File: src/hw/route_tone_pkg.sv
// Constants, types and register map of the audio routing and tone control block.
// How it works
// Code 03 drives both SCART outputs with de-emphasized mono from channel one.
// The recorder line output always carries the loudspeaker output's source.
// Host must not write unused code 4A; the block mutes everything for it.
// Treble and bass each take a 4-bit word selecting one of fourteen steps.
// One treble and one bass setting serve both loudspeaker channels alike.
// Auxiliary attenuator is on only for bass steps eleven to fourteen.
// Left and right attenuators share one bass step decode.
// Attenuation is 2.5, 5, 7.5 or 10 dB for bass steps 11 to 14.
// Host should raise loudspeaker volume when the attenuator is switched on.
// Dual and mono codes use channel one as first language, ident 10 or 00.
// Routing code sits at subaddress 06 and resets to code 00.
// Treble and bass share subaddress 05, resetting to flat value 88.
// Remaining code bits decode into output sources and an identification code.
// The two don't-care code bits are ignored by the routing decode.
package route_tone_pkg;

	// ------------------------------------------------------------
	// Register map
	// ------------------------------------------------------------
	localparam logic [7:0] TONE_IDX = 8'h05;
	localparam logic [7:0] ROUTE_IDX = 8'h06;
	localparam logic [7:0] STATUS_IDX = 8'h08;
	localparam logic [7:0] TONE_RESET = 8'h88;
	localparam logic [6:0] ROUTE_RESET = 7'h00;
	localparam int BASS_LSB = 4;
	localparam int TREBLE_LSB = 0;
	localparam int CODE_B_BIT = 6;
	localparam int STAT_IDENT_LSB = 0;
	localparam int STAT_IDENT_VALID_BIT = 2;
	localparam int STAT_ATT_EN_BIT = 3;
	localparam int STAT_ATT_LEVEL_LSB = 4;

	// ------------------------------------------------------------
	// Tone steps
	// ------------------------------------------------------------
	localparam logic [3:0] STEP_MIN = 4'h1;
	localparam logic [3:0] STEP_MAX = 4'hE;
	localparam logic [3:0] ATT_FIRST_STEP = 4'hB;
	localparam logic [3:0] ATT_STEP_BASE = 4'hA;

	// ------------------------------------------------------------
	// Bus answers
	// ------------------------------------------------------------
	localparam logic [1:0] RESP_OKAY = 2'h0;
	localparam logic [1:0] RESP_DECERR = 2'h3;

	// ------------------------------------------------------------
	// Types
	// ------------------------------------------------------------
	typedef enum logic [1:0] {
		SEL_NONE = 2'h0,
		SEL_TONE = 2'h1,
		SEL_ROUTE = 2'h2,
		SEL_STATUS = 2'h3
	} reg_sel_t;

	// Source feeding a left/right output pair.
	typedef enum logic [2:0] {
		PR_MUTE = 3'h0,
		PR_DEM = 3'h1,
		PR_SCART = 3'h2,
		PR_CH1 = 3'h3,
		PR_CH2 = 3'h4,
		PR_SPLIT = 3'h5,
		PR_DEEMPH_MONO = 3'h6,
		PR_AM = 3'h7
	} pair_t;

	typedef struct packed {
		pair_t loudspeaker_output;
		pair_t headphone_output;
		pair_t recorder_line_output;
		pair_t scart_output;
		logic [1:0] ident_code;
		logic ident_valid;
	} route_t;

	typedef struct packed {
		logic [3:0] treble;
		logic [3:0] bass;
		logic att_left_en;
		logic att_right_en;
		logic [2:0] att_level;
	} tone_t;

	localparam logic [1:0] ID_STEREO = 2'h1;
	localparam logic [1:0] ID_DUAL = 2'h2;
	localparam logic [1:0] ID_MONO = 2'h0;

endpackage

File: src/hw/route_decode.sv
// Selection code to output source and identification decode.
`timescale 1ns/1ps
module route_decode (
	input wire logic [6:0] code,
	output route_tone_pkg::route_t route
);

	function automatic route_tone_pkg::route_t row(
		input route_tone_pkg::pair_t ls,
		input route_tone_pkg::pair_t hp,
		input route_tone_pkg::pair_t sc,
		input logic [1:0] id,
		input logic idv
	);
		route_tone_pkg::route_t r;
		r.loudspeaker_output = ls;
		r.headphone_output = hp;
		// recorder_line_output copies loudspeaker
		r.recorder_line_output = ls;
		r.scart_output = sc;
		r.ident_code = id;
		r.ident_valid = idv;
		return r;
	endfunction

	logic [4:0] key;

	// drop don't-care bits
	assign key = {code[route_tone_pkg::CODE_B_BIT], code[3:0]};

	// full routing table
	always_comb begin
		unique case (key)
			// mono to SCART
			5'h03: route = row(route_tone_pkg::PR_DEM, route_tone_pkg::PR_DEM,
				route_tone_pkg::PR_DEEMPH_MONO, route_tone_pkg::ID_STEREO, 1'b1);
			5'h04: route = row(route_tone_pkg::PR_DEM, route_tone_pkg::PR_DEM,
				route_tone_pkg::PR_DEM, route_tone_pkg::ID_STEREO, 1'b1);
			5'h00: route = row(route_tone_pkg::PR_SCART, route_tone_pkg::PR_SCART,
				route_tone_pkg::PR_DEM, route_tone_pkg::ID_STEREO, 1'b1);
			5'h10: route = row(route_tone_pkg::PR_CH1, route_tone_pkg::PR_CH1,
				route_tone_pkg::PR_DEM, route_tone_pkg::ID_STEREO, 1'b1);
			5'h02: route = row(route_tone_pkg::PR_CH1, route_tone_pkg::PR_CH2,
				route_tone_pkg::PR_DEM, route_tone_pkg::ID_STEREO, 1'b1);
			5'h01: route = row(route_tone_pkg::PR_CH2, route_tone_pkg::PR_CH1,
				route_tone_pkg::PR_DEM, route_tone_pkg::ID_STEREO, 1'b1);
			5'h11: route = row(route_tone_pkg::PR_CH2, route_tone_pkg::PR_CH2,
				route_tone_pkg::PR_DEM, route_tone_pkg::ID_STEREO, 1'b1);
			// channel one is first language or mono
			5'h14, 5'h16: route = row(route_tone_pkg::PR_CH1, route_tone_pkg::PR_CH1,
				route_tone_pkg::PR_SPLIT, route_tone_pkg::ID_DUAL, 1'b1);
			5'h06, 5'h0A: route = row(route_tone_pkg::PR_CH1, route_tone_pkg::PR_CH2,
				route_tone_pkg::PR_SPLIT, route_tone_pkg::ID_DUAL, 1'b1);
			5'h05, 5'h09: route = row(route_tone_pkg::PR_CH2, route_tone_pkg::PR_CH1,
				route_tone_pkg::PR_SPLIT, route_tone_pkg::ID_DUAL, 1'b1);
			5'h15, 5'h17: route = row(route_tone_pkg::PR_CH2, route_tone_pkg::PR_CH2,
				route_tone_pkg::PR_SPLIT, route_tone_pkg::ID_DUAL, 1'b1);
			5'h0F, 5'h12: route = row(route_tone_pkg::PR_CH1, route_tone_pkg::PR_CH1,
				route_tone_pkg::PR_CH1, route_tone_pkg::ID_MONO, 1'b1);
			5'h07: route = row(route_tone_pkg::PR_CH2, route_tone_pkg::PR_CH2,
				route_tone_pkg::PR_CH2, route_tone_pkg::ID_DUAL, 1'b1);
			5'h0B: route = row(route_tone_pkg::PR_CH2, route_tone_pkg::PR_CH1,
				route_tone_pkg::PR_CH2, route_tone_pkg::ID_DUAL, 1'b1);
			5'h08: route = row(route_tone_pkg::PR_SCART, route_tone_pkg::PR_SCART,
				route_tone_pkg::PR_SPLIT, route_tone_pkg::ID_DUAL, 1'b1);
			5'h0C: route = row(route_tone_pkg::PR_SCART, route_tone_pkg::PR_SCART,
				route_tone_pkg::PR_CH1, route_tone_pkg::ID_MONO, 1'b1);
			5'h1B: route = row(route_tone_pkg::PR_SCART, route_tone_pkg::PR_SCART,
				route_tone_pkg::PR_CH2, route_tone_pkg::ID_MONO, 1'b1);
			5'h0E: route = row(route_tone_pkg::PR_CH1, route_tone_pkg::PR_CH2,
				route_tone_pkg::PR_CH1, route_tone_pkg::ID_MONO, 1'b1);
			5'h0D: route = row(route_tone_pkg::PR_CH2, route_tone_pkg::PR_CH1,
				route_tone_pkg::PR_CH1, route_tone_pkg::ID_MONO, 1'b1);
			5'h13: route = row(route_tone_pkg::PR_CH2, route_tone_pkg::PR_CH2,
				route_tone_pkg::PR_CH1, route_tone_pkg::ID_MONO, 1'b1);
			5'h1C: route = row(route_tone_pkg::PR_SCART, route_tone_pkg::PR_SCART,
				route_tone_pkg::PR_AM, route_tone_pkg::ID_MONO, 1'b0);
			5'h18: route = row(route_tone_pkg::PR_CH1, route_tone_pkg::PR_CH1,
				route_tone_pkg::PR_AM, route_tone_pkg::ID_MONO, 1'b0);
			5'h1E: route = row(route_tone_pkg::PR_CH1, route_tone_pkg::PR_CH2,
				route_tone_pkg::PR_AM, route_tone_pkg::ID_MONO, 1'b0);
			5'h1D: route = row(route_tone_pkg::PR_CH2, route_tone_pkg::PR_CH1,
				route_tone_pkg::PR_AM, route_tone_pkg::ID_MONO, 1'b0);
			5'h19: route = row(route_tone_pkg::PR_CH2, route_tone_pkg::PR_CH2,
				route_tone_pkg::PR_AM, route_tone_pkg::ID_MONO, 1'b0);
			5'h1F: route = row(route_tone_pkg::PR_AM, route_tone_pkg::PR_AM,
				route_tone_pkg::PR_AM, route_tone_pkg::ID_MONO, 1'b0);
			// unused code mutes every output
			default: route = row(route_tone_pkg::PR_MUTE, route_tone_pkg::PR_MUTE,
				route_tone_pkg::PR_MUTE, route_tone_pkg::ID_MONO, 1'b0);
		endcase
	end

endmodule

File: src/hw/route_tone_ctrl.sv
// AXI4-Lite register file with routing and tone control decode.
//
// Design decisions made here: the AXI4-Lite slave port and the register offsets.
`timescale 1ns/1ps
module route_tone_ctrl (
	input wire logic aclk,
	input wire logic aresetn,
	input wire logic ce,
	input wire logic s_axi_awvalid,
	output logic s_axi_awready,
	input wire logic [7:0] s_axi_awaddr,
	input wire logic s_axi_wvalid,
	output logic s_axi_wready,
	input wire logic [31:0] s_axi_wdata,
	input wire logic [3:0] s_axi_wstrb,
	output logic s_axi_bvalid,
	input wire logic s_axi_bready,
	output logic [1:0] s_axi_bresp,
	input wire logic s_axi_arvalid,
	output logic s_axi_arready,
	input wire logic [7:0] s_axi_araddr,
	output logic s_axi_rvalid,
	input wire logic s_axi_rready,
	output logic [31:0] s_axi_rdata,
	output logic [1:0] s_axi_rresp,
	output route_tone_pkg::route_t route_out,
	output route_tone_pkg::tone_t tone_out
);

	// ------------------------------------------------------------
	// Helpers
	// ------------------------------------------------------------
	function automatic route_tone_pkg::reg_sel_t decode_addr(input logic [7:0] a);
		if (a == {route_tone_pkg::TONE_IDX[5:0], 2'h0}) begin
			return route_tone_pkg::SEL_TONE;
		end else if (a == {route_tone_pkg::ROUTE_IDX[5:0], 2'h0}) begin
			return route_tone_pkg::SEL_ROUTE;
		end else if (a == {route_tone_pkg::STATUS_IDX[5:0], 2'h0}) begin
			return route_tone_pkg::SEL_STATUS;
		end
		return route_tone_pkg::SEL_NONE;
	endfunction

	// Out-of-range words are clamped so a bad write still lands on a real step.
	function automatic logic [3:0] clamp_step(input logic [3:0] w);
		if (w < route_tone_pkg::STEP_MIN) begin
			return route_tone_pkg::STEP_MIN;
		end else if (w > route_tone_pkg::STEP_MAX) begin
			return route_tone_pkg::STEP_MAX;
		end
		return w;
	endfunction

	// ------------------------------------------------------------
	// Registers and bus state
	// ------------------------------------------------------------
	logic [7:0] tone_r, tone_nxt;
	logic [6:0] route_code_r, route_code_nxt;
	logic aw_hold_r, aw_hold_nxt, w_hold_r, w_hold_nxt;
	logic [7:0] aw_addr_r, aw_addr_nxt;
	logic [7:0] w_byte_r, w_byte_nxt;
	logic w_en_r, w_en_nxt;
	logic awready_r, awready_nxt, wready_r, wready_nxt;
	logic bvalid_r, bvalid_nxt, arready_r, arready_nxt, rvalid_r, rvalid_nxt;
	logic [1:0] bresp_r, bresp_nxt, rresp_r, rresp_nxt;
	logic [31:0] rdata_r, rdata_nxt;
	route_tone_pkg::route_t route_r, route_nxt, route_dec;
	route_tone_pkg::tone_t tone_out_r, tone_out_nxt;
	route_tone_pkg::reg_sel_t wsel, rsel;
	logic do_write;

	route_decode u_decode (
		.code(route_code_r),
		.route(route_dec)
	);

	// ------------------------------------------------------------
	// Bus slave
	// ------------------------------------------------------------
	always_comb begin
		aw_hold_nxt = aw_hold_r;
		aw_addr_nxt = aw_addr_r;
		w_hold_nxt = w_hold_r;
		w_byte_nxt = w_byte_r;
		w_en_nxt = w_en_r;
		bvalid_nxt = bvalid_r;
		bresp_nxt = bresp_r;
		rvalid_nxt = rvalid_r;
		rresp_nxt = rresp_r;
		rdata_nxt = rdata_r;
		tone_nxt = tone_r;
		route_code_nxt = route_code_r;
		wsel = decode_addr(aw_addr_r);
		rsel = decode_addr(s_axi_araddr);
		do_write = aw_hold_r && w_hold_r && !bvalid_r;
		if (s_axi_awvalid && awready_r) begin
			aw_hold_nxt = 1'b1;
			aw_addr_nxt = s_axi_awaddr;
		end
		if (s_axi_wvalid && wready_r) begin
			w_hold_nxt = 1'b1;
			w_byte_nxt = s_axi_wdata[7:0];
			w_en_nxt = s_axi_wstrb[0];
		end
		if (s_axi_bvalid && s_axi_bready) begin
			bvalid_nxt = 1'b0;
		end
		if (do_write) begin
			aw_hold_nxt = 1'b0;
			w_hold_nxt = 1'b0;
			bvalid_nxt = 1'b1;
			bresp_nxt = (wsel == route_tone_pkg::SEL_NONE) ?
				route_tone_pkg::RESP_DECERR : route_tone_pkg::RESP_OKAY;
			// R4 4-bit treble and bass words
			if (w_en_r && wsel == route_tone_pkg::SEL_TONE) begin
				tone_nxt = w_byte_r;
			end
			// routing code register
			if (w_en_r && wsel == route_tone_pkg::SEL_ROUTE) begin
				route_code_nxt = w_byte_r[6:0];
			end
		end
		if (s_axi_rvalid && s_axi_rready) begin
			rvalid_nxt = 1'b0;
		end
		if (s_axi_arvalid && arready_r) begin
			rvalid_nxt = 1'b1;
			rresp_nxt = route_tone_pkg::RESP_OKAY;
			rdata_nxt = 32'h0000_0000;
			unique case (rsel)
				route_tone_pkg::SEL_TONE: rdata_nxt[7:0] = tone_r;
				route_tone_pkg::SEL_ROUTE: rdata_nxt[6:0] = route_code_r;
				route_tone_pkg::SEL_STATUS: begin
					rdata_nxt[route_tone_pkg::STAT_IDENT_LSB +: 2] = route_r.ident_code;
					rdata_nxt[route_tone_pkg::STAT_IDENT_VALID_BIT] = route_r.ident_valid;
					rdata_nxt[route_tone_pkg::STAT_ATT_EN_BIT] = tone_out_r.att_left_en;
					rdata_nxt[route_tone_pkg::STAT_ATT_LEVEL_LSB +: 3] = tone_out_r.att_level;
				end
				route_tone_pkg::SEL_NONE: rresp_nxt = route_tone_pkg::RESP_DECERR;
			endcase
		end
		awready_nxt = !aw_hold_nxt;
		wready_nxt = !w_hold_nxt;
		arready_nxt = !rvalid_nxt;
	end

	// ------------------------------------------------------------
	// Output decode
	// ------------------------------------------------------------
	always_comb begin
		route_nxt = route_dec;
		// one setting for both channels
		tone_out_nxt.treble = clamp_step(tone_r[route_tone_pkg::TREBLE_LSB +: 4]);
		tone_out_nxt.bass = clamp_step(tone_r[route_tone_pkg::BASS_LSB +: 4]);
		// attenuator only on top four bass steps
		tone_out_nxt.att_left_en = tone_out_nxt.bass >= route_tone_pkg::ATT_FIRST_STEP;
		// both sides share the decode
		tone_out_nxt.att_right_en = tone_out_nxt.att_left_en;
		// level counts 2.5 dB units
		tone_out_nxt.att_level = tone_out_nxt.att_left_en ?
			3'(tone_out_nxt.bass - route_tone_pkg::ATT_STEP_BASE) : 3'h0;
	end

	// ------------------------------------------------------------
	// State registers
	// ------------------------------------------------------------
	always_ff @(posedge aclk) begin
		if (!aresetn) begin
			// flat tone after reset
			tone_r <= route_tone_pkg::TONE_RESET;
			route_code_r <= route_tone_pkg::ROUTE_RESET;
			aw_hold_r <= 1'b0;
			aw_addr_r <= 8'h00;
			w_hold_r <= 1'b0;
			w_byte_r <= 8'h00;
			w_en_r <= 1'b0;
			awready_r <= 1'b0;
			wready_r <= 1'b0;
			bvalid_r <= 1'b0;
			bresp_r <= 2'h0;
			arready_r <= 1'b0;
			rvalid_r <= 1'b0;
			rresp_r <= 2'h0;
			rdata_r <= 32'h0000_0000;
			route_r <= '0;
			tone_out_r <= '0;
		end else if (ce) begin
			tone_r <= tone_nxt;
			route_code_r <= route_code_nxt;
			aw_hold_r <= aw_hold_nxt;
			aw_addr_r <= aw_addr_nxt;
			w_hold_r <= w_hold_nxt;
			w_byte_r <= w_byte_nxt;
			w_en_r <= w_en_nxt;
			awready_r <= awready_nxt;
			wready_r <= wready_nxt;
			bvalid_r <= bvalid_nxt;
			bresp_r <= bresp_nxt;
			arready_r <= arready_nxt;
			rvalid_r <= rvalid_nxt;
			rresp_r <= rresp_nxt;
			rdata_r <= rdata_nxt;
			route_r <= route_nxt;
			tone_out_r <= tone_out_nxt;
		end
	end

	assign s_axi_awready = awready_r;
	assign s_axi_wready = wready_r;
	assign s_axi_bvalid = bvalid_r;
	assign s_axi_bresp = bresp_r;
	assign s_axi_arready = arready_r;
	assign s_axi_rvalid = rvalid_r;
	assign s_axi_rdata = rdata_r;
	assign s_axi_rresp = rresp_r;
	assign route_out = route_r;
	assign tone_out = tone_out_r;
endmodule

File: config.mk
export PLATFORM = sky130hd
export DESIGN_NAME = route_tone_ctrl
export DESIGN_NICKNAME = d
export VERILOG_FILES = /design/src/hw/route_tone_pkg.sv /design/src/hw/route_decode.sv /design/src/hw/route_tone_ctrl.sv
export SDC_FILE = /design/constraint.sdc
export NUM_CORES = 1
export LEC_CHECK = 0
export BUFFER_PORTS_ARGS = -buffer_cell sky130_fd_sc_hd__buf_2
export CAP_MARGIN = 20
export CORE_MARGIN = 1.5
export CORE_UTILIZATION = 51
export DETAILED_ROUTE_END_ITERATION = 8
export PLACE_DENSITY = 0.76
export SYNTH_ARGS = -nofsm -noshare
export SYNTH_HDL_FRONTEND = slang
export SYNTH_HIERARCHICAL = 1
export SYNTH_SLANG_ARGS = --single-unit
File: constraint.sdc
create_clock -name aclk -period 2.3 [get_ports aclk]
set_clock_uncertainty 0.2 [all_clocks]
set_input_delay 0.345 -clock aclk [delete_from_list [all_inputs] [get_ports aclk]]
set_output_delay 0.345 -clock aclk [all_outputs]
set_load 0.005 [all_outputs]
==> metrics.md <==
| Metric | Value |
|---|---|
| CP Launch Type | `flop` |
| CTS tree | `done` |
| Seq cells post-synth | `76` |
| CP max stage delay | `0.46 ns` |
| GRT Residual Overflow | `0` |
| Pin count of the biggest net entering global routing | `31` |
| Synth Instances | `440` |
| Clk Latency, worst-skew pair | `0.35 ns` |
| Cts hold-fix bufs | `0` |
| DR WL/cell | `13.4 um` |
| ANT cells | `0` |
| Via count | `3157` |
| Crit-path max FO | `5` |
| Std cell rows | `31` |
| GRT Overall Usage | `20.6%` |
| Max Used Layer | `met4` |
| WL final | `8.13 mm` |
| Seq/Total Area, Yosys | `38.9%` |
| Critical-path cell list | `inv_1 -> ha_1 -> mux2_4 -> mux4_2 -> mux2i_1 -> nor2b_1` |
| Area contributors post-synth | `dfxtp_1 (39%), mux2i_1 (7.2%), buf_4 (5.8%)` |
| Die width | `90.6 um` |
| Setup Buffers After CTS | `0` |
| Post-synth EDFFs | `0` |
| Resized cells post-CTS | `0` |
| Die area | `8200 um^2` |
| H-tree depth | `3` |
| Synth cell count leaders | `dfxtp_1 (76), nand2_1 (57), nor2b_1 (34)` |
| Asr flop ratio synth | `0%` |
| Gp weighted congestion | `0.887` |
| Initial DRC Count | `99` |
| Setup ws final | `0.278 ns` |
| Final ANT Viol Nets | `0` |
| Fin. Hold Viols | `0` |
| # fillers | `662` |
| WS Path Type | `reg2reg` |
| CP required | `2.35 ns` |
| I/O Pins | `129` |
| Highest clock rate | `495 MHz` |
| Setup tns final | `0 ns` |
| CP Buf/Inv Count | `1` |
| Via density | `5.20` |
| Core area | `7330 um^2` |
| Top_reg_cell synth | `dfxtp_1` |
| Num CTS Buffers | `9` |
| Run status | `complete, no violations` |
| Buffers on Ports | `77` |
| Final Slew Violations | `0` |
| Max Cap Viol | `0` |
| Cell family with most CP delay | `multiplexers` |
| P_leak | `1.93 nW` |
| FF/Latch Area | `1520 um^2` |
| Top-count cell post-synth | `dfxtp_1` |
| Setup crit end kind | `flop` |
| Power Total | `2.83 mW` |
| RSZ-0062 raised after global routing | `false` |
| Final setup viols | `0` |
| Area leader, netlist | `dfxtp_1` |
| Clk slew on worst S/H paths | `0.08 ns` |
| Pwr dens | `628 nW/um^2` |
| Post-Syn Area | `3910 um^2` |
| Final Critical Period | `2.02 ns` |
| Min-delay worst type | `in2reg` |
| Starting Density | `53.3%` |
| Place WS | `0.283 ns` |
| Synth-to-layout area growth | `15.1%` |
| DR pass1 iterations | `4` |
| Top cell type's share of synthesized area | `38.9%` |
| # DRC | `0` |
| Die height | `90.6 um` |
| Max VDD drop | `426 uV` |
| Worst-Margin Slew | `0.627 ns` |
| Post-Syn Area per Cell | `8.89 um^2` |
| Layout cells sized above 1 | `23.8%` |
| Worst EP arrival | `2.07 ns` |
| M1 WL | `3.66 mm` |
| CTS root buf | `clkbuf_8` |
| Metal2 WL | `3.99 mm` |
| Syn. warnings | `6` |
| Multi-input gate area | `2090 um^2` |
| Yosys cell types | `56` |
| Vias in the first global route | `2983` |
| Tcrit/Tclk final | `87.9%` |
| Rel. slew slack | `58.2%` |
| Clk sinks | `76` |
| DP HPWL | `5.94 mm` |
| Initial antenna violation count | `0` |
| WL met3 | `318 um` |
| First-pass GRT wire length | `13.8 mm` |
| CP max stage cell | `mux4_2` |
| Fin nets | `570` |
| Max Buffers Root-to-Sink | `2` |
## registers in the layout, indices dropped and copies added, names as in the netlist
| name | cells |
|---|---|
| route_code_r | 7 |
| w_en_r | 1 |
| route_out | 15 |
| w_byte_r | 8 |
| s_axi_bresp | 1 |
| s_axi_rdata | 8 |
| aw_hold_r | 1 |
| s_axi_arready | 1 |
| s_axi_rvalid | 1 |
| w_hold_r | 1 |
| s_axi_rresp | 1 |
| tone_r | 8 |
| tone_out | 12 |
| s_axi_wready | 1 |
| aw_addr_r | 8 |
| s_axi_awready | 1 |
| s_axi_bvalid | 1 |
## worst min-delay path, stage by stage
cell and delay [ns]:
buf_2 0.09, nand2_1 0.04, a21boi_0 0.06
## cells in the final DEF (no fill, tap or decap), drive strengths merged, types with 3 or more instances in the layout
| master | n |
|---|---|
| mux2 | 3 |
| nand4 | 5 |
| o21ai | 20 |
| a21oi | 16 |
| nand2 | 57 |
| nor2b | 34 |
| conb | 24 |
| mux2i | 28 |
| dfxtp | 76 |
| o2bb2ai | 8 |
| ha | 7 |
| clkbuf | 11 |
| and2 | 4 |
| nand3 | 17 |
| o22ai | 3 |
| nand2b | 7 |
| a31oi | 3 |
| inv | 9 |
| a21boi | 24 |
| nor2 | 12 |
| a22o | 7 |
| buf | 88 |
| bufinv | 3 |
| and3 | 4 |
| a22oi | 8 |
## layout make-up
type / count / area share [%]
Sequential cell: 76 / 33.8
Tap cell: 99 / 2.75
Timing Repair Buffer: 88 / 10.7
Inverter: 8 / 0.667
Clock buffer: 11 / 3.36
Multi-Input combinational cell: 320 / 46.4
Clock inverter: 5 / 2.36
## kinds of logic (layout without fill, tap and decap cells)
logic type | Yosys count | after routing | share of synthesized area (%)
simple gates | 153 | 153 | 21.2
compound gates | 102 | 102 | 18.4
flops | 76 | 76 | 38.9
buf+inv | 67 | 112 | 9.92
mux | 32 | 32 | 8.80
fa+ha+maj | 7 | 7 | 2.24
xor+xnor | 2 | 2 | 0.448
other cells | 1 | 24 | 0.0959
## worst paths after layout
| kind | from | to | slack [ns] | cells past startpoint |
|---|---|---|---|---|
| setup / recovery | route_code_r[0] | route_out[11] | 0.28 | 6 |
| hold / removal | s_axi_wdata[7] | w_byte_r[7] | 0.03 | 3 |
| hold reg to reg | w_byte_r[0] | w_byte_r[0] | 0.27 | 2 |
| setup reg to reg | route_code_r[0] | route_out[11] | 0.28 | 6 |
## per-stage QoR
stage | std cells | area (um^2) | hold WS, ns | util, %
2_1_floorplan | 463 | 4000 | 0.239 | -
3_3_place_gp | 591 | 4240 | 0.253 | 57.9
3_5_place_dp | 591 | 4240 | 0.261 | 57.9
4_1_cts | 607 | 4500 | 0.0281 | 61.4
5_1_grt | 607 | 4500 | 0.0266 | 61.4
6_report | 607 | 4500 | 0.0346 | 61.4
## power breakdown
part | leakage, nW | switching [mW] | internal, mW
clock network | 0.126 | 0.499 | 0.784
registers | 0.617 | 0.0202 | 1.34
logic | 1.18 | 0.0998 | 0.0845
## layer usage
| metal | vias to the layer above | track usage (%) |
|---|---|---|
| met5 | - | 0 |
| li1 | 1605 | - |
| met4 | 0 | 10.1 |
| met1 | 1459 | 25.1 |
| met3 | 17 | 4.12 |
| met2 | 76 | 34.6 |
No activity file was read; power rests on OpenSTA's default activity.
